===== config.mk =====
export PLATFORM = sky130hd
export DESIGN_NAME = ispf_flash_ctrl
export DESIGN_NICKNAME = d
export VERILOG_FILES = /design/src/ispf_pkg.sv /design/src/ispf_flash_ctrl.sv
export SDC_FILE = /design/constraint.sdc
export NUM_CORES = 1
export LEC_CHECK = 0
export ABC_CLOCK_PERIOD_IN_PS = 2900
export BUFFER_PORTS_ARGS = -buffer_cell sky130_fd_sc_hd__buf_4
export CAP_MARGIN = 20
export CORE_MARGIN = 3
export CORE_UTILIZATION = 51
export DETAILED_ROUTE_END_ITERATION = 6
export HOLD_SLACK_MARGIN = 0.15
export PLACE_DENSITY = 0.87
export SKIP_LAST_GASP = 1
export SLEW_MARGIN = 0
export SYNTH_ARGS = -nofsm -noshare
export SYNTH_HDL_FRONTEND = slang
export SYNTH_SLANG_ARGS = --single-unit

===== constraint.sdc =====
create_clock -name aclk -period 2.9 [get_ports aclk]
set_input_delay 0.435 -clock aclk [delete_from_list [all_inputs] [get_ports aclk]]
set_output_delay 0.435 -clock aclk [all_outputs]
set_load 0.01 [all_outputs]

===== src/ispf_pkg.sv =====
// ispf_pkg: constants, types and register map of the flash programming control
// assumes a 100 MHz core clock and an AXI4-Lite register port with 32-bit data
package ispf_pkg;
	// clock and timing
	localparam int CLK_PERIOD_NS   = 10;
	localparam int TA_WINDOW_NS    = 80;   // unlock stays open this long
	localparam int REBOOT_NS       = 200;  // reboot hold time
	localparam int TA_WINDOW_CYC   = (TA_WINDOW_NS + CLK_PERIOD_NS - 1) / CLK_PERIOD_NS;
	localparam int REBOOT_CYC      = (REBOOT_NS + CLK_PERIOD_NS - 1) / CLK_PERIOD_NS;
	localparam int CNT_W           = 8;

	// register indices; byte address is four times the index
	localparam logic [9:0] IDX_PROGRAM_CONTROL = 10'h0bf;
	localparam logic [9:0] IDX_FLASH_ADDR_LOW  = 10'h0c4;
	localparam logic [9:0] IDX_FLASH_ADDR_HIGH = 10'h0c5;
	localparam logic [9:0] IDX_FLASH_DATA_BYTE = 10'h0c6;
	localparam logic [9:0] IDX_FLASH_STROBE    = 10'h0c7;
	localparam logic [9:0] IDX_TIMED_ACCESS    = 10'h0cf;
	localparam int AXI_ADDR_W = 12;

	// program_control fields
	localparam int PC_REBOOT_BIT  = 7;
	localparam int PC_LOADER_BIT  = 1;
	localparam int PC_PROGEN_BIT  = 0;
	// flash_strobe_control fields
	localparam int FS_BANK_BIT    = 6;
	localparam int FS_OE_BIT      = 5;
	localparam int FS_CE_BIT      = 4;
	localparam int FS_OP_LSB      = 0;
	localparam logic [7:0] FS_WMASK = 8'h7f;
	localparam logic [7:0] PC_WMASK = 8'h03;

	// reset values
	localparam logic [7:0] RST_BYTE = 8'h00;
	localparam logic [CNT_W-1:0] RST_CNT = 8'h00;

	// timed-access unlock keys
	localparam logic [7:0] TA_KEY1 = 8'haa;
	localparam logic [7:0] TA_KEY2 = 8'h55;

	// axi responses
	localparam logic [1:0] RESP_OKAY   = 2'b00;
	localparam logic [1:0] RESP_SLVERR = 2'b10;

	typedef enum logic {TA_IDLE, TA_GOT_KEY1} ispf_ta_state_t;
	typedef enum logic {RUN_NORMAL, RUN_REBOOT} ispf_run_state_t;

	// flash-facing outputs travel together
	typedef struct packed {
		logic [15:0] addr;
		logic [7:0]  wdata;
		logic        oe;
		logic        ce;
		logic [3:0]  op;
		logic        target_boot;   // 1: boot array is reprogrammed
		logic        loader_in_boot;// 1: loader runs from boot array
		logic        isp_active;
	} ispf_flash_out_t;
endpackage : ispf_pkg


===== src/ispf_flash_ctrl.sv =====
// ispf_flash_ctrl: in-system flash programming control with AXI4-Lite registers
// assumes one clock, synchronous reset, and that the flash arrays return read
// data with a one-cycle valid strobe
//
// Function
// reboot write with both bits set resets all
// reboot bit reads back reboot in progress
// loader select picks loader array, other reprogrammed
// software sets loader select before enabling
// enable requests core idle during flash operations
// enable clear makes flash read-only
// control register writes need timed-access unlock
// address low, high and data byte registers
// bank select routes reprogramming target array
// loader sets bank select before reprogramming
// strobe bits drive oe, ce and opcode
// reserved bits ignore writes, read zero
//
// Decided for this implementation: the AXI4-Lite interface to the registers.
`timescale 1ns/100ps
module ispf_flash_ctrl (
	input  wire logic                            aclk,
	input  wire logic                            aresetn,
	input  wire logic [ispf_pkg::AXI_ADDR_W-1:0] s_axi_awaddr,
	input  wire logic [2:0]                      s_axi_awprot,
	input  wire logic                            s_axi_awvalid,
	output logic                                 s_axi_awready,
	input  wire logic [31:0]                     s_axi_wdata,
	input  wire logic [3:0]                      s_axi_wstrb,
	input  wire logic                            s_axi_wvalid,
	output logic                                 s_axi_wready,
	output logic [1:0]                           s_axi_bresp,
	output logic                                 s_axi_bvalid,
	input  wire logic                            s_axi_bready,
	input  wire logic [ispf_pkg::AXI_ADDR_W-1:0] s_axi_araddr,
	input  wire logic [2:0]                      s_axi_arprot,
	input  wire logic                            s_axi_arvalid,
	output logic                                 s_axi_arready,
	output logic [31:0]                          s_axi_rdata,
	output logic [1:0]                           s_axi_rresp,
	output logic                                 s_axi_rvalid,
	input  wire logic                            s_axi_rready,
	input  wire logic [7:0]                      flash_rdata,
	input  wire logic                            flash_rdata_valid,
	output ispf_pkg::ispf_flash_out_t            flash_out,
	output logic                                 core_idle_request,
	output logic                                 reboot_active
);
	import ispf_pkg::*;

	// register state
	logic                program_enable;
	logic                loader_location_select;
	logic [7:0]          flash_addr_low;
	logic [7:0]          flash_addr_high;
	logic [7:0]          flash_data_byte;
	logic [7:0]          flash_strobe_control;
	ispf_ta_state_t      ta_state;
	logic [CNT_W-1:0]    ta_window;
	ispf_run_state_t     run_state;
	logic [CNT_W-1:0]    reboot_cnt;

	logic                next_program_enable;
	logic                next_loader_location_select;
	logic [7:0]          next_flash_addr_low;
	logic [7:0]          next_flash_addr_high;
	logic [7:0]          next_flash_data_byte;
	logic [7:0]          next_flash_strobe_control;
	ispf_ta_state_t      next_ta_state;
	logic [CNT_W-1:0]    next_ta_window;
	ispf_run_state_t     next_run_state;
	logic [CNT_W-1:0]    next_reboot_cnt;

	// bus state
	logic                bvalid;
	logic [1:0]          bresp;
	logic                rvalid;
	logic [1:0]          rresp;
	logic [7:0]          rdata;
	logic                next_bvalid;
	logic [1:0]          next_bresp;
	logic                next_rvalid;
	logic [1:0]          next_rresp;
	logic [7:0]          next_rdata;

	logic                wr_take;
	logic                rd_take;
	logic [9:0]          wr_idx;
	logic [9:0]          rd_idx;
	logic [7:0]          wr_byte;
	logic                wr_lane0;
	logic                wr_hit;
	logic                rd_hit;
	logic                software_reboot_write;
	logic                software_reboot;

	// write address and data are taken together, so either arrival order works
	assign wr_take       = s_axi_awvalid && s_axi_wvalid && !bvalid;
	assign s_axi_awready = wr_take;
	assign s_axi_wready  = wr_take;
	assign rd_take       = s_axi_arvalid && !rvalid;
	assign s_axi_arready = rd_take;
	assign wr_idx        = s_axi_awaddr[AXI_ADDR_W-1:2];
	assign rd_idx        = s_axi_araddr[AXI_ADDR_W-1:2];
	assign wr_byte       = s_axi_wdata[7:0];
	assign wr_lane0      = s_axi_wstrb[0];

	// the reboot only fires from loader mode with isp on
	assign software_reboot_write = wr_take && wr_lane0 && (wr_idx == IDX_PROGRAM_CONTROL)
		&& (ta_window != RST_CNT) && wr_byte[PC_REBOOT_BIT]
		&& loader_location_select && program_enable;
	assign software_reboot = (run_state == RUN_REBOOT);

	// write decode: known register indices answer okay, the rest error
	always_comb begin
		wr_hit = 1'b0;
		if (wr_idx == IDX_PROGRAM_CONTROL) begin
			wr_hit = 1'b1;
		end else if (wr_idx == IDX_FLASH_ADDR_LOW) begin
			wr_hit = 1'b1;
		end else if (wr_idx == IDX_FLASH_ADDR_HIGH) begin
			wr_hit = 1'b1;
		end else if (wr_idx == IDX_FLASH_DATA_BYTE) begin
			wr_hit = 1'b1;
		end else if (wr_idx == IDX_FLASH_STROBE) begin
			wr_hit = 1'b1;
		end else if (wr_idx == IDX_TIMED_ACCESS) begin
			wr_hit = 1'b1;
		end
	end

	// read decode; reserved bits come back as zero
	always_comb begin
		rd_hit     = 1'b1;
		next_rdata = 8'h00;
		if (rd_idx == IDX_PROGRAM_CONTROL) begin
			next_rdata[PC_REBOOT_BIT] = software_reboot;
			next_rdata[PC_LOADER_BIT] = loader_location_select;
			next_rdata[PC_PROGEN_BIT] = program_enable;
		end else if (rd_idx == IDX_FLASH_ADDR_LOW) begin
			next_rdata = flash_addr_low;
		end else if (rd_idx == IDX_FLASH_ADDR_HIGH) begin
			next_rdata = flash_addr_high;
		end else if (rd_idx == IDX_FLASH_DATA_BYTE) begin
			next_rdata = flash_data_byte;
		end else if (rd_idx == IDX_FLASH_STROBE) begin
			next_rdata = flash_strobe_control & FS_WMASK;
		end else if (rd_idx == IDX_TIMED_ACCESS) begin
			next_rdata = 8'h00;                                   // unlock reads as zero
		end else begin
			rd_hit = 1'b0;
		end
		if (!rd_take) begin
			next_rdata = rdata;
		end
	end

	// bus response next values
	always_comb begin
		next_bvalid = bvalid;
		next_bresp  = bresp;
		next_rvalid = rvalid;
		next_rresp  = rresp;
		if (bvalid && s_axi_bready) begin
			next_bvalid = 1'b0;
		end
		if (wr_take) begin
			next_bvalid = 1'b1;
			next_bresp  = wr_hit ? RESP_OKAY : RESP_SLVERR;
		end
		if (rvalid && s_axi_rready) begin
			next_rvalid = 1'b0;
		end
		if (rd_take) begin
			next_rvalid = 1'b1;
			next_rresp  = rd_hit ? RESP_OKAY : RESP_SLVERR;
		end
	end

	// bus response registers survive a reboot so a pending answer still completes
	always_ff @(posedge aclk) begin
		if (!aresetn) begin
			bvalid <= 1'b0;
			bresp  <= RESP_OKAY;
			rvalid <= 1'b0;
			rresp  <= RESP_OKAY;
			rdata  <= RST_BYTE;
		end else begin
			bvalid <= next_bvalid;
			bresp  <= next_bresp;
			rvalid <= next_rvalid;
			rresp  <= next_rresp;
			rdata  <= next_rdata;
		end
	end

	assign s_axi_bvalid = bvalid;
	assign s_axi_bresp  = bresp;
	assign s_axi_rvalid = rvalid;
	assign s_axi_rresp  = rresp;
	assign s_axi_rdata  = {24'h000000, rdata};

	// control registers, unlock sequencer and reboot sequencer
	always_comb begin
		next_program_enable         = program_enable;
		next_loader_location_select = loader_location_select;
		next_flash_addr_low         = flash_addr_low;
		next_flash_addr_high        = flash_addr_high;
		next_flash_data_byte        = flash_data_byte;
		next_flash_strobe_control   = flash_strobe_control;
		next_ta_state               = ta_state;
		next_ta_window              = ta_window;
		next_run_state              = run_state;
		next_reboot_cnt             = reboot_cnt;

		// unlock window closes on its own after a fixed time
		if (ta_window != RST_CNT) begin
			next_ta_window = ta_window - 8'h01;
		end

		// flash read data lands in the data byte register
		if (flash_rdata_valid && program_enable) begin
			next_flash_data_byte = flash_rdata;
		end

		if (wr_take && wr_lane0) begin
			if (wr_idx == IDX_TIMED_ACCESS) begin
				// two keys back to back open the window; anything else restarts
				case (ta_state)
					TA_IDLE: begin
						if (wr_byte == TA_KEY1) begin
							next_ta_state = TA_GOT_KEY1;
						end
					end
					TA_GOT_KEY1: begin
						next_ta_state = TA_IDLE;
						if (wr_byte == TA_KEY2) begin
							next_ta_window = CNT_W'(TA_WINDOW_CYC);
						end
					end
					default: begin
						next_ta_state = TA_IDLE;
					end
				endcase
			end else begin
				next_ta_state = TA_IDLE;
			end
			if (wr_idx == IDX_PROGRAM_CONTROL) begin
				// one write per unlock; a write without it is dropped silently
				if (ta_window != RST_CNT) begin
					next_loader_location_select = wr_byte[PC_LOADER_BIT];
					next_program_enable         = wr_byte[PC_PROGEN_BIT];
					next_ta_window              = RST_CNT;
				end
			end else if (wr_idx == IDX_FLASH_ADDR_LOW) begin
				next_flash_addr_low = wr_byte;
			end else if (wr_idx == IDX_FLASH_ADDR_HIGH) begin
				next_flash_addr_high = wr_byte;
			end else if (wr_idx == IDX_FLASH_DATA_BYTE) begin
				next_flash_data_byte = wr_byte;
			end else if (wr_idx == IDX_FLASH_STROBE) begin
				next_flash_strobe_control = wr_byte & FS_WMASK;
			end
		end

		// reboot holds every control register at its reset value
		case (run_state)
			RUN_NORMAL: begin
				if (software_reboot_write) begin
					next_run_state  = RUN_REBOOT;
					next_reboot_cnt = CNT_W'(REBOOT_CYC);
				end
			end
			RUN_REBOOT: begin
				next_reboot_cnt = reboot_cnt - 8'h01;
				if (reboot_cnt == 8'h01) begin
					next_run_state = RUN_NORMAL;
				end
			end
			default: begin
				next_run_state = RUN_NORMAL;
			end
		endcase
		if (software_reboot_write || software_reboot) begin
			next_program_enable         = 1'b0;
			next_loader_location_select = 1'b0;
			next_flash_addr_low         = RST_BYTE;
			next_flash_addr_high        = RST_BYTE;
			next_flash_data_byte        = RST_BYTE;
			next_flash_strobe_control   = RST_BYTE;
			next_ta_state               = TA_IDLE;
			next_ta_window              = RST_CNT;
		end
	end

	always_ff @(posedge aclk) begin
		if (!aresetn) begin
			program_enable         <= 1'b0;
			loader_location_select <= 1'b0;
			flash_addr_low         <= RST_BYTE;
			flash_addr_high        <= RST_BYTE;
			flash_data_byte        <= RST_BYTE;
			flash_strobe_control   <= RST_BYTE;
			ta_state               <= TA_IDLE;
			ta_window              <= RST_CNT;
			run_state              <= RUN_NORMAL;
			reboot_cnt             <= RST_CNT;
		end else begin
			program_enable         <= next_program_enable;
			loader_location_select <= next_loader_location_select;
			flash_addr_low         <= next_flash_addr_low;
			flash_addr_high        <= next_flash_addr_high;
			flash_data_byte        <= next_flash_data_byte;
			flash_strobe_control   <= next_flash_strobe_control;
			ta_state               <= next_ta_state;
			ta_window              <= next_ta_window;
			run_state              <= next_run_state;
			reboot_cnt             <= next_reboot_cnt;
		end
	end

	// flash side: address, data and strobes are gated by isp mode so the arrays stay read-only
	// when it is off; strobes are flip-flop bits gated by the program_enable flip-flop
	always_comb begin
		flash_out                = '0;
		flash_out.loader_in_boot = loader_location_select;
		flash_out.isp_active     = program_enable;
		if (program_enable) begin
			flash_out.addr        = {flash_addr_high, flash_addr_low};
			flash_out.wdata       = flash_data_byte;
			// bank select high points the write path at the boot array
			flash_out.target_boot = flash_strobe_control[FS_BANK_BIT];
			flash_out.oe          = flash_strobe_control[FS_OE_BIT];
			flash_out.ce          = flash_strobe_control[FS_CE_BIT];
			flash_out.op          = flash_strobe_control[FS_OP_LSB +: 4];
		end
	end

	// core is asked to idle while isp mode runs the flash
	assign core_idle_request = program_enable;
	assign reboot_active     = software_reboot;

endmodule : ispf_flash_ctrl


After elaboration in Yosys (flattened, before gate mapping)

Index checks and enable logic that the tools add are counted.

Bits in registers: 65
Output and inout port bits: 76
Input port bits: 82

Reduce and logical (&&, ||, !) cells: 23
Bitwise logic cells: 7
$add $sub $neg: 2
Multiplexer cells: 47
Eq/ne operators: 16

Operators with widths:

| operator                                             | count |
|---|---|
| two-way mux 8 bit                                    | 17 |
| equality test 10 x 8 -> 1 bit, second input constant | 12 |
| two-way mux 31 bit                                   | 1 |
| two-way mux 1 bit                                    | 21 |
| one-hot mux 8 bit (2 select lines)                   | 1 |
| subtractor 8 x 1 -> 8 bit, second input constant     | 2 |
| logical AND 1 bit                                    | 12 |
| equality test 8 x 1 -> 1 bit, second input constant  | 1 |
| equality test 8 x 7 -> 1 bit, second input constant  | 1 |
| equality test 8 bit, second input constant           | 1 |
| nonzero test 8 bit                                   | 1 |
| two-way mux 7 bit                                    | 1 |
| inverter 1 bit                                       | 7 |
| two-way mux 2 bit                                    | 3 |
| AND reduction 3 bit                                  | 2 |
| AND reduction 6 bit                                  | 1 |
| two-way mux 5 bit                                    | 1 |
| one-hot mux 1 bit (2 select lines)                   | 2 |
| AND reduction 4 bit                                  | 1 |
| nonzero test 2 bit                                   | 2 |
| logical NOT 1 bit                                    | 2 |
| inequality test 2 bit, second input constant         | 1 |
| OR reduction 2 bit                                   | 1 |
| logical OR 1 bit                                     | 1 |

Depth between registers and ports, before layout

Gate-level depths: netlist of run 1.

Depth in word-level cells: 10
Gate-level depth with buffers: 6

Worst setup path after synthesis of run 1

OpenSTA, ideal clock, no wires.

Kind: register -> register
Start point: register program_enable, in the netlist core_idle_request
End point: register reboot_cnt[3]
Stages on the path, launching flop included: 5
Buffers on the path: 1
Data required time: 2,761 ps
Setup time: 139 ps
Path slack: 1,308 ps
Arrival time: 1,453 ps
Cell sequence: dfxtp_1 clkbuf_1 nand3_1 nor4_1 o22ai_1

Longest elaborated chain between the ends: 2

Ends and longest elaborated chain:

| element                                | line                   | text |
|---|---|---|
| start, declared                        | ispf_flash_ctrl.sv:52  | `logic program_enable;` |
| start signal, assigned                 | ispf_flash_ctrl.sv:309 | `program_enable <= next_program_enable;` |
| logical AND 1 bit                      | ispf_flash_ctrl.sv:111 | `&& loader_location_select && program_enable;` |
| inequality test 2 bit (no source line) | -                      |  |
| end signal, assigned                   | ispf_flash_ctrl.sv:318 | `reboot_cnt <= next_reboot_cnt;` |
| end, declared                          | ispf_flash_ctrl.sv:61  | `logic [CNT_W-1:0] reboot_cnt;` |

Every way passes these cells.
A chain may end at the register's enable or synchronous reset.

Worst setup path after layout of run 1

Start point: register bvalid, in the netlist s_axi_bvalid
End point: register reboot_cnt[3]

Longest elaborated chain between the ends: 9

Ends and longest elaborated chain:

| element                                | line                   | text |
|---|---|---|
| start, declared                        | ispf_flash_ctrl.sv:75  | `logic bvalid;` |
| start signal, assigned                 | ispf_flash_ctrl.sv:189 | `bvalid <= next_bvalid;` |
| logical NOT 1 bit                      | ispf_flash_ctrl.sv:98  | `assign wr_take = s_axi_awvalid && s_axi_wvalid && !bvalid;` |
| logical AND 1 bit                      | ispf_flash_ctrl.sv:98  |  |
| logical AND 1 bit (2 in a row)         | ispf_flash_ctrl.sv:109 | `assign software_reboot_write = wr_take && wr_lane0 && (wr_idx == IDX_PROGRAM_CONTROL)` |
| logical AND 1 bit (2 in a row)         | ispf_flash_ctrl.sv:110 | `&& (ta_window != RST_CNT) && wr_byte[PC_REBOOT_BIT]` |
| logical AND 1 bit (2 in a row)         | ispf_flash_ctrl.sv:111 |  |
| inequality test 2 bit (no source line) | -                      |  |

Every way passes these cells.

==> flow_metrics.py, run 1 <==
metrics = {
    "status": {
        "status": "finished clean",
    },
    "yosys": {
        "synth_seq_cells": 63,
        "async_flop_share_pct": 0,
        "synth-edff-count": 0,
        "synthFlopType": "dfxtp_1",
        "synth_most_common_cell": "dfxtp_1",
        "synth_seq_area_share_pct": 34.93,
        "yosysTopAreaCell": "dfxtp_1",
        "synth_cell_types": 57,
        "synth_common_cells": "63 x dfxtp_1, 39 x nor2_1, 32 x and2_1, 32 x mux2i_1, 31 x buf_4",
        "syn_area_um2": 3611,
        "avgSynthCellArea_um2": 9.119,
        "yosysWarnings": 0,
        "synthTopCellsByArea": "dfxtp_1 35%, mux2i_1 8.9%, buf_4 6.4%, and2_1 5.5%, mux4_2 4.4%",
        "synth.top_cell.area_share_pct": 34.93,
        "synth_cells": 396,
    },
    "grt": {
        "met1_usage_pct": 27.21,
        "grt_overflow": 0,
        "grt.busiest_layer": "met2",
        "antenna_found_initial": 0,
        "grt_pass1_vias": 3023,
        "grt_max_degree": 35,
        "grt_use_met3_pct": 4.184,
        "grt_use_total_pct": 21.43,
        "use_met2_pct": 36.09,
        "grt_pass1_wl_um": 14360,
    },
    "routing": {
        "drtIter0Drc": 136,
        "wl_um": 8848,
        "routed_via_density": 5.494,
        "wl_per_cell_um": 15.28,
        "via_count": 3181,
        "ant_nets": 0,
        "drtPass1Iterations": 4,
        "route.detailed.drc": 0,
    },
    "cts": {
        "h-tree-depth": 3,
        "clockBufferDepth": 2,
        "clkSinkCount": 63,
        "worst_skew_pair.late_latency_ns": 0.34,
        "path_clk_slew_ns": 0.07,
        "holdBufCountCts": 0,
        "post_cts_buffers": 0,
        "cts_root_buffer": "clkbuf_8",
        "cts_tree": "built",
        "cts_resized": 0,
        "cts_buffers": 9,
    },
    "placement": {
        "place_ws_ns": 0.8201,
        "port_buffers": 94,
        "dpl.hpwl_um": 6670,
        "place.gp.congestion": 0.8237,
    },
    "finish": {
        "fillers": 582,
        "nets": 564,
        "multi_input_area_um2": 2087,
        "n_antenna_cell": 0,
        "regArea_um2": 1261,
        "drive_above_1_share_pct": 27.33,
        "syn2layout_area_growth_pct": 22.42,
    },
    "floorplanning": {
        "core_um2": 6832,
        "dieHeight_um": 90.15,
        "dieArea_um2": 8126,
        "io_pins": 158,
        "start_util_pct": 52.86,
        "row_count": 30,
        "chipWidth_um": 90.15,
    },
    "power_and_ir_drop": {
        "p_leak_uw": 0.002111,
        "power_per_cell_area_nw_per_um2": 517.9,
        "max-vdd-ir-drop_mv": 0.2380,
    },
    "setup_path": {
        "ff2ff_path_depth": 4,
        "critPathMaxFanout": 13,
        "worstSetupStartpointType": "flip-flop",
        "crit_required_ns": 3.11,
        "worstPathArrival_ns": 2.22,
        "end_kind": "flip-flop",
        "crit_type": "reg2reg",
    },
    "timing": {
        "fin_setup_tns_ns": 0,
        "clock.fmax_mhz": 497.1,
        "post-route-min-period_ns": 2.012,
        "finalSetupViolCount": 0,
        "slew_violations": 0,
        "hold_viol_final": 0,
        "setup_slack_ns": 0.8882,
        "fin_skew_ns": 0.009171,
        "rsz0062_at_grt": "no",
        "tightest_slew_ns": 0.7534,
        "max_slew_margin_pct": 49.31,
        "fin_crit_sh_pct": 69.37,
    },
    "min_path": {
        "min_path_cells": 2,
        "hp-class": "in2reg",
    },
    "flow_run": {
        "cap_violations": 0,
    },
}
[state kept, by name (all words and copies together), names as in the netlist]
| signal | flops |
|---|---|
| flash_addr_low | 8 |
| s_axi_rvalid | 1 |
| rdata | 8 |
| loader_location_select | 1 |
| flash_addr_high | 8 |
| flash_data_byte | 8 |
| reboot_active | 1 |
| s_axi_bresp | 1 |
| core_idle_request | 1 |
| s_axi_bvalid | 1 |
| reboot_cnt | 8 |
| ta_window | 8 |
| s_axi_rresp | 1 |
| flash_strobe_control | 7 |
| ta_state | 1 |
[logic make-up after synthesis]
logic type / share of synthesized area, %
AO/OA/AOI/OAI: 10.57
XOR/XNOR: 1.698
adder cells (fa/ha/maj): 1.386
buffers and inverters: 9.875
flip-flops: 34.93
multiplexers: 13.24
other: 0.1039
AND/OR/NAND/NOR: 28.21
[metal layers]
metal / vias up / wire (um)
met3: 17 / 504
li1: 1520 / -
met4: 0 / 167
met1: 1532 / 3784
met2: 112 / 4390
met5: - / 0
[cell usage in the layout (no fill, tap or decap), types with 5 or more instances in the layout]
cell and instances:
a211oi_1 8, a21oi_1 10, nor3_1 9, buf_4 96, nand2_1 26, conb_1 26, mux4_2 7, dfxtp_1 63
o21ai_0 9, and2_1 32, nor3b_1 5, nand2b_1 5, nor2_1 39, nand3b_1 6, mux2i_1 32, clkbuf_8 12
a21boi_0 7, inv_1 6, nand3_1 11, nor2b_1 6
[where the power goes]
part           leakage (uW)  switching [uW]  internal [uW]
logic               0.00149             294            221
clock network      0.000109             332            465
registers          0.000510            54.3            924
total               0.00211             680           1610
[worst paths after layout]
kind,start,end,slack (ns)
worst max-delay path,s_axi_bvalid,reboot_cnt[3],0.89
worst min-delay path,s_axi_arvalid,s_axi_rvalid,0.33
worst min register to register,rdata[2],rdata[2],0.47
worst max register to register,s_axi_bvalid,reboot_cnt[3],0.89
[worst max-delay path, stage by stage (launching register included)]
cell and delay, ns:
dfxtp_1 0.34, and4b_1 0.46, nand4_4 0.26, nor4_1 0.64, o22ai_1 0.18
[per-stage QoR]
| stage | area (um^2) | hold slack [ns] | power [uW] | utilization [%] | cells |
|---|---|---|---|---|---|
| after floorplan | 3705 | 0.4331 | 1396 | - | 421 |
| after global placement | 4212 | 0.4478 | 1465 | 61.65 | 563 |
| after detailed placement | 4212 | 0.4544 | 1499 | 61.65 | 563 |
| after CTS | 4420 | 0.3188 | 2290 | 64.71 | 579 |
| after global routing | 4420 | 0.3453 | 2387 | 64.71 | 579 |
| final | 4420 | 0.3278 | 2289 | 64.71 | 579 |
[layout make-up]
type	count	share of cell area (%)
clock buffers	13	3.821
flip-flops and latches	63	28.53
repair buffers	96	16.30
clock inverters	3	0.9057
well taps	96	2.717
inverters	6	0.5095
multi-input cells	302	47.21
(Power assumes the default switching activity.)
==> run 2: changes to the inputs <==
- ABC_AREA: unset -> 1
- ABC_CLOCK_PERIOD_IN_PS: 2900 -> 1900
- CORE_UTILIZATION: 51 -> 50
- PLACE_DENSITY: 0.87 -> 0.83
- clock period: 2.9 -> 1.9 ns (I/O delays scaled with it)
==> run 2 against run 1 <==
Against the previous run: sequential power rose by 37%; via count grew 37%; critical path depth up 7; sequential cell count stayed put; cell area increased by 16%; largest power group unchanged; highest routed layer unchanged.
==> flow_metrics.py, run 2 <==
metrics = {
    "cts": {
        "worst_skew_pair.late_latency_ns": 0.34,
        "cts_buffers": 9,
        "clkSinkCount": 63,
        "h-tree-depth": 3,
        "clockBufferDepth": 2,
        "path_clk_slew_ns": 0.07,
        "cts_root_buffer": "clkbuf_8",
        "cts_tree": "built",
        "holdBufCountCts": 0,
    },
    "flow_run": {
        "cap_violations": 0,
    },
    "routing": {
        "via_count": 4351,
        "routed_via_density": 4.984,
        "drtIter0Drc": 189,
        "wl_um": 11080,
        "route.detailed.drc": 0,
        "ant_nets": 0,
        "drtPass1Iterations": 5,
        "wl_per_cell_um": 12.69,
    },
    "yosys": {
        "synth.top_cell.area_share_pct": 30.33,
        "synth_cells": 663,
        "yosysWarnings": 0,
        "synth_common_cells": "177 x nand2_1, 112 x inv_1, 65 x nor2_1",
        "synth_seq_cells": 63,
        "synthFlopType": "dfxtp_1",
        "synth_seq_area_share_pct": 30.33,
        "syn_area_um2": 4158,
        "avgSynthCellArea_um2": 6.271,
        "synth-edff-count": 0,
        "yosysTopAreaCell": "dfxtp_1",
        "synth_cell_types": 36,
        "synthTopCellsByArea": "dfxtp_1 30%, nand2_1 16%, inv_1 10%, nor2_1 5.9%, buf_4 5.2%",
        "synth_most_common_cell": "nand2_1",
        "async_flop_share_pct": 0,
    },
    "timing": {
        "hold_viol_final": 0,
        "fin_setup_tns_ns": 0,
        "fin_crit_sh_pct": 94.73,
        "clock.fmax_mhz": 555.6,
        "slew_violations": 0,
        "setup_slack_ns": 0.1001,
        "fin_skew_ns": 0.005297,
        "finalSetupViolCount": 0,
        "post-route-min-period_ns": 1.800,
    },
    "floorplanning": {
        "dieArea_um2": 9446,
        "dieHeight_um": 97.19,
        "chipWidth_um": 97.19,
        "start_util_pct": 52.71,
        "io_pins": 158,
        "core_um2": 7888,
        "row_count": 32,
    },
    "finish": {
        "final_common_cell": "nand2_1",
        "drive_above_1_share_pct": 21.14,
        "n_antenna_cell": 0,
        "syn2layout_area_growth_pct": 23.14,
        "final_cell_mix": "177 x nand2_1, 114 x buf_4, 111 x inv_1",
        "nets": 854,
    },
    "setup_path": {
        "crit_chain": "inv_1 -> ha_1 -> nand3_2 -> nor3_4 -> inv_2 -> nand3_4 -> nand2_4 -> inv_4 -> nand2_4 -> buf_12 -> nor2_1",
        "path_delay_family": "simple AND/OR/NAND/NOR gates",
        "end_kind": "flip-flop",
        "worstSetupStartpointType": "flip-flop",
        "crit_required_ns": 2.18,
        "worst_path_largest_cell_delay_ns": 0.31,
        "critPathMaxFanout": 30,
        "critPathSlowestCell": "dfxtp_1",
        "crit_type": "reg2reg",
        "cpMostUsedCell": "nand2_4",
        "worstPathArrival_ns": 2.08,
        "path_buf_inv": 4,
    },
    "grt": {
        "grt_overflow": 0,
        "grt_pass1_vias": 4072,
        "grt_pass1_wl_um": 18440,
        "grt_max_degree": 31,
        "antenna_found_initial": 0,
        "grt_use_total_pct": 23.18,
    },
    "placement": {
        "dpl.hpwl_um": 8605,
        "place_ws_ns": 0.05644,
        "port_buffers": 94,
        "place.gp.congestion": 0.9293,
    },
    "status": {
        "status": "finished clean",
    },
    "power_and_ir_drop": {
        "max-vdd-ir-drop_mv": 0.3751,
        "power_per_cell_area_nw_per_um2": 529.0,
        "p_leak_uw": 0.002597,
    },
    "min_path": {
        "hp-class": "in2reg",
    },
}
[run 2: changes by cell type after synthesis, moves of 31 or more]
cell and delta:
and2_1 -32, inv_1 +106, mux2i_1 -32, nand2_1 +151
o21ai_0 +32, nand3_1 +31
[run 2: cell type report]
class                      instances  area (um^2)
inverter                         115        434.2
timing repair buffer             115        875.8
tap                              102        127.6
sequential                        63         1261
fill                             706         2768
clock buffer                      14        182.7
multi-input combinational        464         2238
[run 2: power breakdown]
group	internal, uW	switching (uW)	leakage (uW)	total, uW
Combinational	115	167	0.00199	282
Clock	603	485	0.0000946	1090
Sequential	1330	6.89	0.000509	1340
Total	2050	659	0.00260	2710
[run 2: cell families (layout without fill, tap and decap cells)]
logic type | after synthesis | after routing | synth area share [%]
buffers and inverters | 161 | 244 | 18.21
AO/OA/AOI/OAI | 84 | 84 | 10.98
AND/OR/NAND/NOR | 345 | 345 | 38.13
adder cells (fa/ha/maj) | 4 | 4 | 1.204
other | 1 | 26 | 0.09019
XOR/XNOR | 5 | 5 | 1.053
flip-flops | 63 | 63 | 30.33
[run 2: final timing paths]
check	startpoint	to	slack [ns]	cells past startpoint
worst max register to register	ta_window[1]	flash_data_byte[4]	0.10	11
worst max-delay path	ta_window[1]	flash_data_byte[4]	0.10	11
worst min-delay path	s_axi_rready	s_axi_rvalid	0.20	4
worst min register to register	reboot_cnt[1]	reboot_cnt[1]	0.47	2
[run 2: timing repair]
item,CTS,global route
setup endpoints to repair,0,38
setup buffers,0,5
resized for setup,0,2
hold endpoints to repair,0,0
[run 2: through the flow]
| step | power, uW | utilization (%) | cell area [um^2] | hold slack, ns | std cells |
|---|---|---|---|---|---|
| after floorplan | 1545 | - | 4252 | 0.4423 | 688 |
| after global placement | 1639 | 62.06 | 4895 | 0.4534 | 854 |
| after detailed placement | 1645 | 62.06 | 4895 | 0.4610 | 854 |
| after CTS | 2715 | 64.37 | 5077 | 0.1955 | 868 |
| after global routing | 2806 | 64.91 | 5120 | 0.2247 | 873 |
| final | 2708 | 64.91 | 5120 | 0.1965 | 873 |
[run 2: worst min-delay path, delay by kind of cell]
kind | cells | cell delay, ns
AND/OR/NAND/NOR | 1 | 0.04
buffers and inverters | 2 | 0.11
AO/OA/AOI/OAI | 1 | 0.05
[run 2: per-layer routing]
layer,up-vias,global-route usage (%),part of all wire [%]
li1,2207,-,-
met1,1970,27.47,41
met2,163,41.14,50
met3,11,6.748,7.2
met4,0,5.400,1.2
met5,-,0,0
